### src/gate_seq_regs.svh
// Constants for the half-bridge gate sequencer: codes, steps and timing.
// Assumes inclusion by the design modules only, not by the package.
`ifndef GATE_SEQ_REGS_SVH
`define GATE_SEQ_REGS_SVH
`define CLK_MHZ            40
`define SYNC_DELAY_NS      3000
`define SYNC_DELAY_CYC     ((`SYNC_DELAY_NS * `CLK_MHZ) / 1000)
`define STEP_BASE_CODE     4'h6
`define STEP_BASE          6'h18
`define STEP_PER_CODE      6'h04
`define HOLD_STEP_LO       6'h0F
`define HOLD_STEP_HI       6'h14
`define HARD_OFF_STEP      6'h3F
`define MODE_PASSIVE       2'h0
`define MODE_LS_ON         2'h1
`define MODE_HS_ON         2'h2
`define MODE_BOTH_OFF      2'h3
`define AGC_NONE           2'h0
`define AGC_FIXED          2'h1
`define DUR_W              8
`endif

### src/gate_seq_pkg.sv
// Types shared by the half-bridge gate sequencer modules.
// Assumes nothing of its surroundings.
package gate_seq_pkg;
   // Gate drive: kind of drive; the current step is a separate 6-bit signal
   typedef enum logic [2:0] {
      DRV_PASSIVE = 3'h0,
      DRV_CHARGE  = 3'h1,
      DRV_SINK    = 3'h2
   } drive_kind_t;
   typedef enum logic [4:0] {
      ST_IDLE  = 5'b00001,
      ST_CCP   = 5'b00010,
      ST_BLANK = 5'b00100,
      ST_HOLD  = 5'b01000,
      ST_PWM   = 5'b10000
   } seq_state_t;
endpackage

### src/half_bridge_gate_sequencer.sv
// Top of the three half-bridge gate sequencer.
// Assumes configuration ports are static around a chip-select rising edge.
`timescale 1ns/1ps
`include "gate_seq_regs.svh"
module half_bridge_gate_sequencer
   import gate_seq_pkg::*;
(
   input  wire logic        core_clk,
   input  wire logic        rst_n,
   input  wire logic        chipSelect,
   input  wire logic        charge_pump_on,
   input  wire logic [5:0]  half_bridge_drive_select,
   input  wire logic [2:0]  bridge_pwm_select,
   input  wire logic [11:0] static_gate_current_code,
   input  wire logic        hold_current_select,
   input  wire logic        active_side_detect_en,
   input  wire logic [1:0]  gate_control_scheme,
   input  wire logic [2:0]  active_freewheel_en,
   input  wire logic        pwm_input_count_sel,
   input  wire logic [17:0] precharge_init_current,
   input  wire logic [17:0] predischarge_init_current,
   input  wire logic [7:0]  ccpTime,
   input  wire logic [7:0]  blankTime,
   input  wire logic [7:0]  drain_source_filter_time,
   input  wire logic [5:0]  pwmIn,
   input  wire logic [2:0]  switchNodeAbove,
   input  wire logic [2:0]  switchNodeBelow,
   output gate_seq_pkg::drive_kind_t highKind [3],
   output gate_seq_pkg::drive_kind_t lowKind  [3],
   output logic [5:0]       highStep [3],
   output logic [5:0]       lowStep  [3],
   output logic [2:0]       ccpInsert,
   output logic [2:0]       prechargeActive,
   output logic [2:0]       busy
);
   import gate_seq_pkg::*;
   logic csMeta, csSync, csPrev;
   logic [5:0] pwmMeta, pwmSync;
   logic [2:0] aboveMeta, aboveSync, belowMeta, belowSync;
   logic csRise;
   logic [5:0] holdStep;
   always_ff @(posedge core_clk or negedge rst_n) begin
      if (!rst_n) begin
         // Chip-select idles high, so a high reset value avoids a false rise after reset
         csMeta <= 1'b1;
         csSync <= 1'b1;
         csPrev <= 1'b1;
         pwmMeta <= 6'h00;
         pwmSync <= 6'h00;
         aboveMeta <= 3'h0;
         aboveSync <= 3'h0;
         belowMeta <= 3'h0;
         belowSync <= 3'h0;
      end else begin
         csMeta <= chipSelect;
         csSync <= csMeta;
         csPrev <= csSync;
         pwmMeta <= pwmIn;
         pwmSync <= pwmMeta;
         aboveMeta <= switchNodeAbove;
         aboveSync <= aboveMeta;
         belowMeta <= switchNodeBelow;
         belowSync <= belowMeta;
      end
   end
   assign csRise = csSync & ~csPrev;
   assign holdStep = hold_current_select ? `HOLD_STEP_HI : `HOLD_STEP_LO;

   genvar b;
   generate
      for (b = 0; b < 3; b++) begin : g_bridge
         seq_state_t stateReg;
         logic [1:0] modeReg, prevModeReg;
         logic timerLoad;
         logic [`DUR_W:0] timerValue;
         logic timerDone;
         logic [5:0] staticStep;
         logic pwmHs, pwmLs, preAct;
         logic [5:0] preStep;
         logic [3:0] code;
         logic [1:0] mode;
         logic pwmMode;
         assign code = static_gate_current_code[4*b +: 4];
         assign mode = half_bridge_drive_select[2*b +: 2];
         assign pwmMode = bridge_pwm_select[b];
         // Codes below 0110 keep the same linear spacing down to step 0
         assign staticStep = 6'(code) * `STEP_PER_CODE;

         pwm_side_select u_side (
            .core_clk           (core_clk),
            .rst_n              (rst_n),
            .pwmHigh            (pwmSync[2*b]),
            .pwmLow             (pwmSync[2*b+1]),
            .swAbove            (aboveSync[b]),
            .swBelow            (belowSync[b]),
            .activeSideDetectEn (active_side_detect_en),
            .freewheelEn        (active_freewheel_en[b] & pwmMode),
            .pwmCountSel        (pwm_input_count_sel),
            .gateControlScheme  (gate_control_scheme),
            .prechargeInit      (precharge_init_current[6*b +: 6]),
            .predischargeInit   (predischarge_init_current[6*b +: 6]),
            .hsOn               (pwmHs),
            .lsOn               (pwmLs),
            .preActive          (preAct),
            .preStep            (preStep)
         );

         phase_timer u_timer (
            .core_clk  (core_clk),
            .rst_n     (rst_n),
            .load      (timerLoad),
            .loadValue (timerValue),
            .done      (timerDone)
         );

         always_ff @(posedge core_clk or negedge rst_n) begin
            if (!rst_n) begin
               stateReg <= ST_IDLE;
               modeReg <= `MODE_PASSIVE;
               prevModeReg <= `MODE_PASSIVE;
               timerLoad <= 1'b0;
               timerValue <= '0;
            end else begin
               timerLoad <= 1'b0;
               if (!charge_pump_on) begin
                  stateReg <= ST_IDLE;
                  modeReg <= `MODE_PASSIVE;
               end else if (pwmMode) begin
                  stateReg <= ST_PWM;
               end else if (csRise) begin
                  prevModeReg <= modeReg;
                  modeReg <= mode;
                  timerLoad <= 1'b1;
                  if (mode == `MODE_PASSIVE) begin
                     stateReg <= ST_IDLE;
                     timerLoad <= 1'b0;
                  end else if (mode == `MODE_BOTH_OFF || modeReg != `MODE_BOTH_OFF) begin
                     stateReg <= ST_CCP;
                     timerValue <= {1'b0, ccpTime};
                  end else begin
                     stateReg <= ST_BLANK;
                     timerValue <= 9'(blankTime) + 9'(drain_source_filter_time);
                  end
               end else if (timerDone) begin
                  unique case (stateReg)
                     ST_CCP: begin
                        if (modeReg == `MODE_BOTH_OFF) begin
                           stateReg <= ST_HOLD;
                        end else begin
                           stateReg <= ST_BLANK;
                           timerLoad <= 1'b1;
                           timerValue <= 9'(blankTime) + 9'(drain_source_filter_time);
                        end
                     end
                     ST_BLANK: stateReg <= ST_HOLD;
                     ST_IDLE, ST_HOLD: stateReg <= stateReg;
                     ST_PWM: stateReg <= ST_IDLE;
                  endcase
               end
            end
         end

         // Output drive per state; both sides share one step except in ST_BLANK
         always_ff @(posedge core_clk or negedge rst_n) begin
            if (!rst_n) begin
               highKind[b] <= DRV_PASSIVE;
               lowKind[b] <= DRV_PASSIVE;
               highStep[b] <= 6'h00;
               lowStep[b] <= 6'h00;
               ccpInsert[b] <= 1'b0;
               prechargeActive[b] <= 1'b0;
               busy[b] <= 1'b0;
            end else begin
               ccpInsert[b] <= (stateReg == ST_PWM) & active_freewheel_en[b];
               prechargeActive[b] <= (stateReg == ST_PWM) & preAct;
               busy[b] <= (stateReg == ST_CCP) | (stateReg == ST_BLANK);
               unique case (stateReg)
                  ST_IDLE: begin
                     highKind[b] <= DRV_PASSIVE;
                     lowKind[b] <= DRV_PASSIVE;
                     highStep[b] <= 6'h00;
                     lowStep[b] <= 6'h00;
                  end
                  ST_CCP: begin
                     highKind[b] <= DRV_SINK;
                     lowKind[b] <= DRV_SINK;
                     highStep[b] <= staticStep;
                     lowStep[b] <= staticStep;
                  end
                  ST_BLANK: begin
                     highKind[b] <= (modeReg == `MODE_HS_ON) ? DRV_CHARGE : DRV_SINK;
                     lowKind[b] <= (modeReg == `MODE_LS_ON) ? DRV_CHARGE : DRV_SINK;
                     highStep[b] <= (modeReg == `MODE_HS_ON) ? staticStep : `HARD_OFF_STEP;
                     lowStep[b] <= (modeReg == `MODE_LS_ON) ? staticStep : `HARD_OFF_STEP;
                  end
                  ST_HOLD: begin
                     highKind[b] <= (modeReg == `MODE_HS_ON) ? DRV_CHARGE : DRV_SINK;
                     lowKind[b] <= (modeReg == `MODE_LS_ON) ? DRV_CHARGE : DRV_SINK;
                     highStep[b] <= holdStep;
                     lowStep[b] <= holdStep;
                  end
                  ST_PWM: begin
                     highKind[b] <= pwmHs ? DRV_CHARGE : DRV_SINK;
                     lowKind[b] <= pwmLs ? DRV_CHARGE : DRV_SINK;
                     highStep[b] <= preAct ? preStep : staticStep;
                     lowStep[b] <= preAct ? preStep : staticStep;
                  end
               endcase
            end
         end
      end
   endgenerate
endmodule

### src/phase_timer.sv
// Down-counter timing one static phase, loaded with a configured duration.
// Assumes a load pulse and duration from the same clock.
`timescale 1ns/1ps
`include "gate_seq_regs.svh"
module phase_timer (
   input  wire logic                core_clk,
   input  wire logic                rst_n,
   input  wire logic                load,
   input  wire logic [`DUR_W:0]     loadValue,
   output logic                     done
);
   logic [`DUR_W:0] countReg;
   always_ff @(posedge core_clk or negedge rst_n) begin
      if (!rst_n)
         countReg <= '0;
      else if (load)
         countReg <= loadValue;
      else if (countReg != '0)
         countReg <= countReg - 1'b1;
   end
   assign done = (countReg == '0) & ~load;
endmodule

### src/pwm_side_select.sv
// Per half-bridge PWM decision: active side, free-wheel, pre-charge current.
// Assumes synchronised PWM and comparator inputs on core_clk.
`timescale 1ns/1ps
`include "gate_seq_regs.svh"
module pwm_side_select (
   input  wire logic       core_clk,
   input  wire logic       rst_n,
   input  wire logic       pwmHigh,
   input  wire logic       pwmLow,
   input  wire logic       swAbove,
   input  wire logic       swBelow,
   input  wire logic       activeSideDetectEn,
   input  wire logic       freewheelEn,
   input  wire logic       pwmCountSel,
   input  wire logic [1:0] gateControlScheme,
   input  wire logic [5:0] prechargeInit,
   input  wire logic [5:0] predischargeInit,
   output logic            hsOn,
   output logic            lsOn,
   output logic            preActive,
   output logic [5:0]      preStep
);
   logic activeHsReg;
   logic [5:0] adaptStepReg;
   logic afw;
   logic pwmOn;
   logic pwmRise;
   logic pwmPrevReg;
   assign afw = freewheelEn & ~pwmCountSel;
   assign pwmOn = pwmHigh | (pwmCountSel ? 1'b0 : pwmLow);
   assign pwmRise = pwmOn & ~pwmPrevReg;
   always_ff @(posedge core_clk or negedge rst_n) begin
      if (!rst_n) begin
         pwmPrevReg <= 1'b0;
         activeHsReg <= 1'b1;
      end else begin
         pwmPrevReg <= pwmOn;
         if (pwmRise) begin
            if (!activeSideDetectEn)
               activeHsReg <= pwmHigh;
            else if (swAbove)
               activeHsReg <= 1'b0;
            else if (swBelow)
               activeHsReg <= 1'b1;
            else
               activeHsReg <= pwmHigh;
         end
      end
   end
   // Adaptive step loads prechargeInit on the first rising PWM edge, then rises one step per edge up to 3F; delay sensing is analogue, kept simple here
   always_ff @(posedge core_clk or negedge rst_n) begin
      if (!rst_n) begin
         adaptStepReg <= 6'h00;
      end else begin
         if (gateControlScheme[1] && pwmRise) begin
            if (adaptStepReg == 6'h00)
               adaptStepReg <= prechargeInit;
            else if (adaptStepReg != `HARD_OFF_STEP)
               adaptStepReg <= adaptStepReg + 6'h01;
         end
      end
   end
   always_comb begin
      hsOn = activeHsReg ? pwmOn : (afw & ~pwmOn);
      lsOn = activeHsReg ? (afw & ~pwmOn) : pwmOn;
      preActive = (gateControlScheme != `AGC_NONE);
      if (gateControlScheme == `AGC_FIXED)
         preStep = pwmOn ? prechargeInit : predischargeInit;
      else
         preStep = adaptStepReg;
   end
endmodule

### config.mk
export PLATFORM = sky130hd
export DESIGN_NAME = half_bridge_gate_sequencer
export DESIGN_NICKNAME = d
export VERILOG_FILES = /design/src/gate_seq_pkg.sv /design/src/half_bridge_gate_sequencer.sv /design/src/phase_timer.sv /design/src/pwm_side_select.sv
export VERILOG_INCLUDE_DIRS = /design/src
export SDC_FILE = /design/constraint.sdc
export NUM_CORES = 1
export LEC_CHECK = 0
export ABC_AREA = 1
export BUFFER_PORTS_ARGS = -buffer_cell sky130_fd_sc_hd__buf_4
export CORE_ASPECT_RATIO = 0.9
export CORE_MARGIN = 2
export CORE_UTILIZATION = 63
export CTS_BUF_LIST = sky130_fd_sc_hd__clkbuf_2 sky130_fd_sc_hd__clkbuf_4 sky130_fd_sc_hd__clkbuf_8
export CTS_CLUSTER_SIZE = 16
export DETAILED_ROUTE_END_ITERATION = 12
export GPL_ROUTABILITY_DRIVEN = 0
export GPL_TIMING_DRIVEN = 0
export PLACE_DENSITY = 0.84
export SETUP_SLACK_MARGIN = 0.2
export SYNTH_ARGS = -nofsm -noshare
export SYNTH_HDL_FRONTEND = slang
export SYNTH_SLANG_ARGS = --single-unit
### constraint.sdc
create_clock -name core_clk -period 4.2 [get_ports core_clk]
set_clock_uncertainty 0.05 [all_clocks]
set_input_delay 1.05 -clock core_clk [delete_from_list [all_inputs] [get_ports core_clk]]
set_output_delay 1.05 -clock core_clk [all_outputs]
set_load 0.01 [all_outputs]
Word level (Yosys, flattened, before mapping):

Cells that the tools add are included.
Widths: inputs -> output; s select.

* equal/unequal tests: 50
* mux-type cells: 142
* $add $sub $neg: 7
* bitwise operators: 42
* multiply operators: 0
* divide/modulo/power cells: 0
* reduce and logical (&&, ||, !) cells: 49
* magnitude comparators: 0
* shifts and indexed selects: 0

Operators by type and width (number)
* $mux 9: 24
* $pmux 6 s5: 6
* $mux 6: 21
* $pmux 3 s4: 6
* $mux 5: 13
* $pmux 5 s3: 3
* $mux 2: 21
* $mux 1: 39
* $logic_not 9->1: 3
* $reduce_bool 9->1: 3
* $sub 9x1->9 const B: 3
* $reduce_bool 2->1: 13
* $ne 2x2->1 const B: 12
* $and 1x1->1: 22
* $add 6x1->6 const B: 3
* $eq 2x2->1 const B: 9
* $logic_not 6->1: 3
* $mux 3: 6
* $ne 6x6->1 const B: 3
* $reduce_and 2->1: 9
* $reduce_and 6->1: 3
* $eq 5x1->1 const B: 3
* $eq 5x2->1 const B: 3
* $eq 5x3->1 const B: 3
* 14 further kinds: 56

* memories kept: 0
* output and inout bits: 63
* register bits after elaboration: 192
* logic and storage cells: 344
* bits in latches: 0
* input port bits: 105
* ROM bits: 0
* bits in writable memories: 0

Depth between registers and ports, before layout:

* depth in word-level cells: 7
* depth in mapped cells: 11
* mapped depth without buffers: 11

Cells and area by module:

From an unflattened synthesis, not the netlist that was laid out.

* cell total of the unflattened synthesis: 1305
* area total of the unflattened synthesis: 10184.8 µm²

Modules (own cells, without submodules)
* half_bridge_gate_sequencer: instances 1, cells each 702, sequential area each 3385.7 µm², area an instance 6130.9 µm²
* pwm_side_select: instances 3, cells each 118, sequential area each 201.4 µm², area an instance 769.5 µm²
* phase_timer: instances 3, cells each 83, sequential area each 225.2 µm², area an instance 581.8 µm²

Least setup slack after synthesis:

OpenSTA, ideal clock, no wires.

* path type: input port to flip-flop
* from: input blankTime[0]
* to: register g_bridge[1].timerValue[2]
* setup time: 0.126 ns
* path buffers: 0
* stages: 9
* data arrival time: 2.126 ns
* setup slack: 1.898 ns
* required time: 4.024 ns
* cell sequence: ha_1 > inv_1 > fa_1 > xor2_1 > nand2_1 > o21ai_0 > inv_1 > nand2_1 > o21ai_0

* word-level cells in the longest chain between the ends: 5

RTL lines
* start, declared: line half_bridge_gate_sequencer.sv:23 `input wire logic [7:0] blankTime,`
* $add 8x8->9 (*): line half_bridge_gate_sequencer.sv:142, half_bridge_gate_sequencer.sv:152
* $mux 9: line half_bridge_gate_sequencer.sv:147 `` if (modeReg == `MODE_BOTH_OFF) begin ``
* $mux 9: line half_bridge_gate_sequencer.sv:145 `unique case (stateReg)`
* $mux 9: line half_bridge_gate_sequencer.sv:144 `end else if (timerDone) begin`
* $mux 9 (*): line half_bridge_gate_sequencer.sv:130 `end else if (csRise) begin`
* end signal, assigned: line half_bridge_gate_sequencer.sv:139 `timerValue <= {1'b0, ccpTime};`
* end signal, assigned: line half_bridge_gate_sequencer.sv:142 `timerValue <= 9'(blankTime) + 9'(drain_source_filter_time);`
* end signal, assigned: line half_bridge_gate_sequencer.sv:152 `timerValue <= 9'(blankTime) + 9'(drain_source_filter_time);`
* end, declared: line half_bridge_gate_sequencer.sv:75 `` logic [`DUR_W:0] timerValue; ``

Mark *: on every way between the ends. The rest lies on a longest branch, timed or not. The select of a mux whose other input is x is not followed.
A chain may end at the register's enable or synchronous reset.

Worst setup path after layout:

* from: input blankTime[0]
* to: register g_bridge[1].timerValue[8]

Same word-level chain as after synthesis.

==> results.py <==
metrics = {
    "synthesis": {
        "synth_enable_flop_cells": 0,
        "post_synth_inst_count": 1199,
        "netlist_area_um2": 9680,
        "syn_area_per_cell_um2": 8.07,
        "asyncSetResetFlopFracSynth_pct": 100,
        "ys_types": 50,
        "postSynth.topFlopCell": "sky130_fd_sc_hd__dfrtp_1",
        "synth-seq-area-share_pct": 48.2,
        "flip_flop_and_latch_count_after_synthesis": 186,
        "synthesis.yosys.warnings": 0,
    },
    "route": {
        "drt_iter0_drc": 761,
        "routed_wirelength_um": 23700,
        "vias": 8871,
        "drc": 0,
        "detail_route.first_pass.iterations": 5,
        "antenna_left": 0,
        "via_per_inst": 5.57,
        "average_wire_per_standard_cell_um": 14.9,
    },
    "outcome": {
        "status": "complete, no violations",
    },
    "clock_tree": {
        "post-cts-setup-buffer-count": 0,
        "clockBufferDepth": 2,
        "clk_latency_ns": 0.48,
        "cts.root.buffer_cell": "sky130_fd_sc_hd__clkbuf_8",
        "clkSinkCount": 186,
        "holdBufCountCts": 0,
        "cts_resized": 0,
        "clk_pin_slew_ns": 0.10,
        "cts_max_level": 4,
        "clock_tree_from_tritoncts": "done",
        "tritoncts.num_buffers": 17,
    },
    "layout": {
        "n_antenna_cell": 0,
        "layout.filler_cells": 1109,
        "layout.cells.most_common_list": "sky130_fd_sc_hd__nand2_1 (300), sky130_fd_sc_hd__dfrtp_1 (177), sky130_fd_sc_hd__buf_4 (168)",
        "finalCoreUtilization_pct": 78.0,
        "design.final.nets": 1506,
        "mostFrequentLayoutCell": "sky130_fd_sc_hd__nand2_1",
        "fin_area_um2": 11600,
        "drive_above_1_share_pct": 20.4,
        "area.growth.synth_to_final_pct": 19.8,
    },
    "hold_path": {
        "hold_wc_path_type": "register to register",
        "hold_path_end": "aboveSync[2]$_DFF_PN0_",
        "hp-start": "aboveMeta[2]$_DFF_PN0_",
        "whs_path_depth": 0,
    },
    "global_route": {
        "first_global_vias": 8354,
        "globalRoute.totalOverflow": 0,
        "initial_antenna_violation_count": 0,
        "grt_start_max_net_pins": 98,
        "grt_use_total_pct": 30.2,
        "global_route_wire_length_before_repair_um": 39100,
    },
    "worst_setup_path": {
        "cp-end-kind": "register",
        "maximum_fanout_along_the_worst_path": 3,
        "r2r_start": "g_bridge[0].u_timer.countReg[0]$_DFFE_PN0P_",
        "arrival_worst_endpoint_ns": 2.49,
        "critical_path_required_ns": 4.55,
        "rr_worst_depth": 11,
        "ff2ff_setup_slack_ns": 2.35,
        "crit_path_start_kind": "primary input",
        "regToRegEndpoint": "g_bridge[0].timerValue[5]$_DFFE_PN0P_",
        "timing.setup.critical_path_class": "primary input to register",
    },
    "timing": {
        "setup_tns_ns": 0,
        "hold_viol": 0,
        "worstMarginPinSlew_ns": 0.661,
        "setup_repair_after_global_routing_missed_its_margin": "no",
        "fin_crit_sh_pct": 50.9,
        "setup_viol_count_final": 0,
        "relSlewSlack_pct": 56.0,
        "finalWorstSetupSlack_ns": 2.06,
        "final.min_clock_period_ns": 2.14,
        "fmax_mhz": 468,
        "report.final.slew_viol_count": 0,
    },
    "floorplanning": {
        "fp.dieW_um": 135,
        "floorplan.rows": 42,
        "floorplan.io_pins": 168,
        "die_height_um": 122,
        "initial_utilization_pct": 65.1,
        "core_area_um2": 14900,
        "total_die_area_um2": 16400,
    },
    "placed_design": {
        "numPortBuffers": 159,
        "placement.cell_area_um2": 11200,
        "detailed_place_hpwl_um": 18100,
        "place_ws_ns": 1.57,
    },
    "power": {
        "power_switching_share_pct": 35.0,
        "power.internal_mw": 3.40,
        "power.switching_mw": 1.83,
        "power_frac_seq_pct": 46.0,
        "powerDensity_nw_per_um2": 451,
        "totalPowerFinal_mw": 5.23,
        "vdd_drop_max_uv": 291,
        "p_comb_share_pct": 29.7,
        "power_frac_clock_pct": 24.3,
        "p_leak_nw": 6.28,
    },
    "run": {
        "drv.max_cap_violation_count": 0,
    },
}
## how the worst max path moves through the flow
stage	from	endpoint	slack, ns	cells past startpoint
floorplan	blankTime[0]	g_bridge[1].timerValue[2]$_DFFE_PN0P_	1.90	9
global placement	rst_n	g_bridge[1].timerValue[7]$_DFFE_PN0P_	0.95	1
detailed placement	blankTime[0]	g_bridge[1].timerValue[2]$_DFFE_PN0P_	1.57	10
CTS	highKind[1]$_DFF_PN0_	highKind[1]	2.05	1
global route	blankTime[0]	g_bridge[1].timerValue[8]$_DFFE_PN0P_	1.89	11
finish	blankTime[0]	g_bridge[1].timerValue[8]$_DFFE_PN0P_	2.06	11
## registers in the layout, indices dropped and copies added, names as in the netlist, 15 cells and up
name / cells
g_bridge.u_side.adaptStepReg: 18
g_bridge.stateReg: 15
g_bridge.u_timer.countReg: 27
lowStep: 18
highStep: 18
g_bridge.timerValue: 27
## power groups by stage
stage | sequential [mW] | clock [mW] | combinational, mW
6_report | 2.40 | 1.27 | 1.55
3_3_place_gp | 2.42 | 0 | 1.47
5_1_grt | 2.45 | 1.37 | 1.77
3_5_place_dp | 2.43 | 0 | 1.53
4_1_cts | 2.40 | 1.29 | 1.55
2_1_floorplan | 2.40 | 0 | 1.07
## area by class of cell
class	instances	area, µm²	area share [%]
buffer	29	220	1.90
multi-input combinational	813	4140	35.7
clock buffer	18	241	2.08
inverter	176	668	5.76
timing repair buffer	160	1230	10.6
tap	198	248	2.14
clock inverter	14	184	1.59
sequential	186	4670	40.2
## stage by stage
stage	hold slack [ns]	cells
4_1_cts	0.309	1594
2_1_floorplan	0.281	1204
3_3_place_gp	0.282	1561
6_report	0.302	1594
5_1_grt	0.319	1594
3_5_place_dp	0.285	1562
## cells in the mapped netlist (2+ instances only)
cell type                   number  area, µm²
sky130_fd_sc_hd__buf_4          10       75.1
sky130_fd_sc_hd__a22oi_1         9       67.6
sky130_fd_sc_hd__or2_2           3       18.8
sky130_fd_sc_hd__o21ai_2         8       70.1
sky130_fd_sc_hd__xor2_1         13        114
sky130_fd_sc_hd__o31ai_1         2       15.0
sky130_fd_sc_hd__nor2_2          9       56.3
sky130_fd_sc_hd__nand3_2         4       40.0
sky130_fd_sc_hd__ha_1           17        213
sky130_fd_sc_hd__o21ai_1         9       45.0
sky130_fd_sc_hd__nor2_1         94        353
sky130_fd_sc_hd__nand2_2         9       56.3
sky130_fd_sc_hd__inv_2           7       26.3
sky130_fd_sc_hd__nand2_1       300       1130
sky130_fd_sc_hd__dfrtp_1       177       4430
sky130_fd_sc_hd__nand4_1        27        169
sky130_fd_sc_hd__o21ai_0        87        435
sky130_fd_sc_hd__a22o_1          3       26.3
sky130_fd_sc_hd__a21oi_1        36        180
sky130_fd_sc_hd__inv_1         166        623
sky130_fd_sc_hd__o211ai_1       13       97.6
sky130_fd_sc_hd__dfstp_2         9        236
sky130_fd_sc_hd__buf_2           8       40.0
sky130_fd_sc_hd__o22ai_1        21        131
sky130_fd_sc_hd__nand3_1       100        500
sky130_fd_sc_hd__buf_6           7       78.8
sky130_fd_sc_hd__nor2_4          6       67.6
sky130_fd_sc_hd__xnor2_1         4       35.0
sky130_fd_sc_hd__nor3_1          4       20.0
sky130_fd_sc_hd__a311oi_1        2       17.5
sky130_fd_sc_hd__nand2_4         4       45.0
sky130_fd_sc_hd__a31oi_1         7       43.8
sky130_fd_sc_hd__o2111ai_1       4       35.0
sky130_fd_sc_hd__o221ai_1        2       17.5
sky130_fd_sc_hd__clkbuf_1        3       11.3
## kinds of logic after synthesis
family                   after synthesis  synth area share [%]
AO/OA/AOI/OAI                        207                  12.7
adder cells (fa/ha/maj)               18                  2.41
other                                  1                0.0388
flip-flops                           186                  48.2
XOR/XNOR                              17                  1.54
buffers and inverters                205                  9.18
AND/OR/NAND/NOR                      565                  25.9
## metal layers
| metal | global-route usage [%] | part of all wire, % |
|---|---|---|
| met5 | 0 | 0 |
| met4 | 11.8 | 3.3 |
| met3 | 6.28 | 7.9 |
| met2 | 49.7 | 48 |
| met1 | 39.6 | 41 |
## critical path, stage by stage
cell                       delay, ns
sky130_fd_sc_hd__buf_4          0.08
sky130_fd_sc_hd__ha_1           0.18
sky130_fd_sc_hd__inv_1          0.07
sky130_fd_sc_hd__fa_1           0.42
sky130_fd_sc_hd__inv_1          0.09
sky130_fd_sc_hd__nand2_1        0.07
sky130_fd_sc_hd__nand2_1        0.08
sky130_fd_sc_hd__nand2_1        0.05
sky130_fd_sc_hd__o211ai_1       0.19
sky130_fd_sc_hd__nand3_1        0.13
sky130_fd_sc_hd__nand2_1        0.07
No activity file was read; power rests on OpenSTA's default activity.
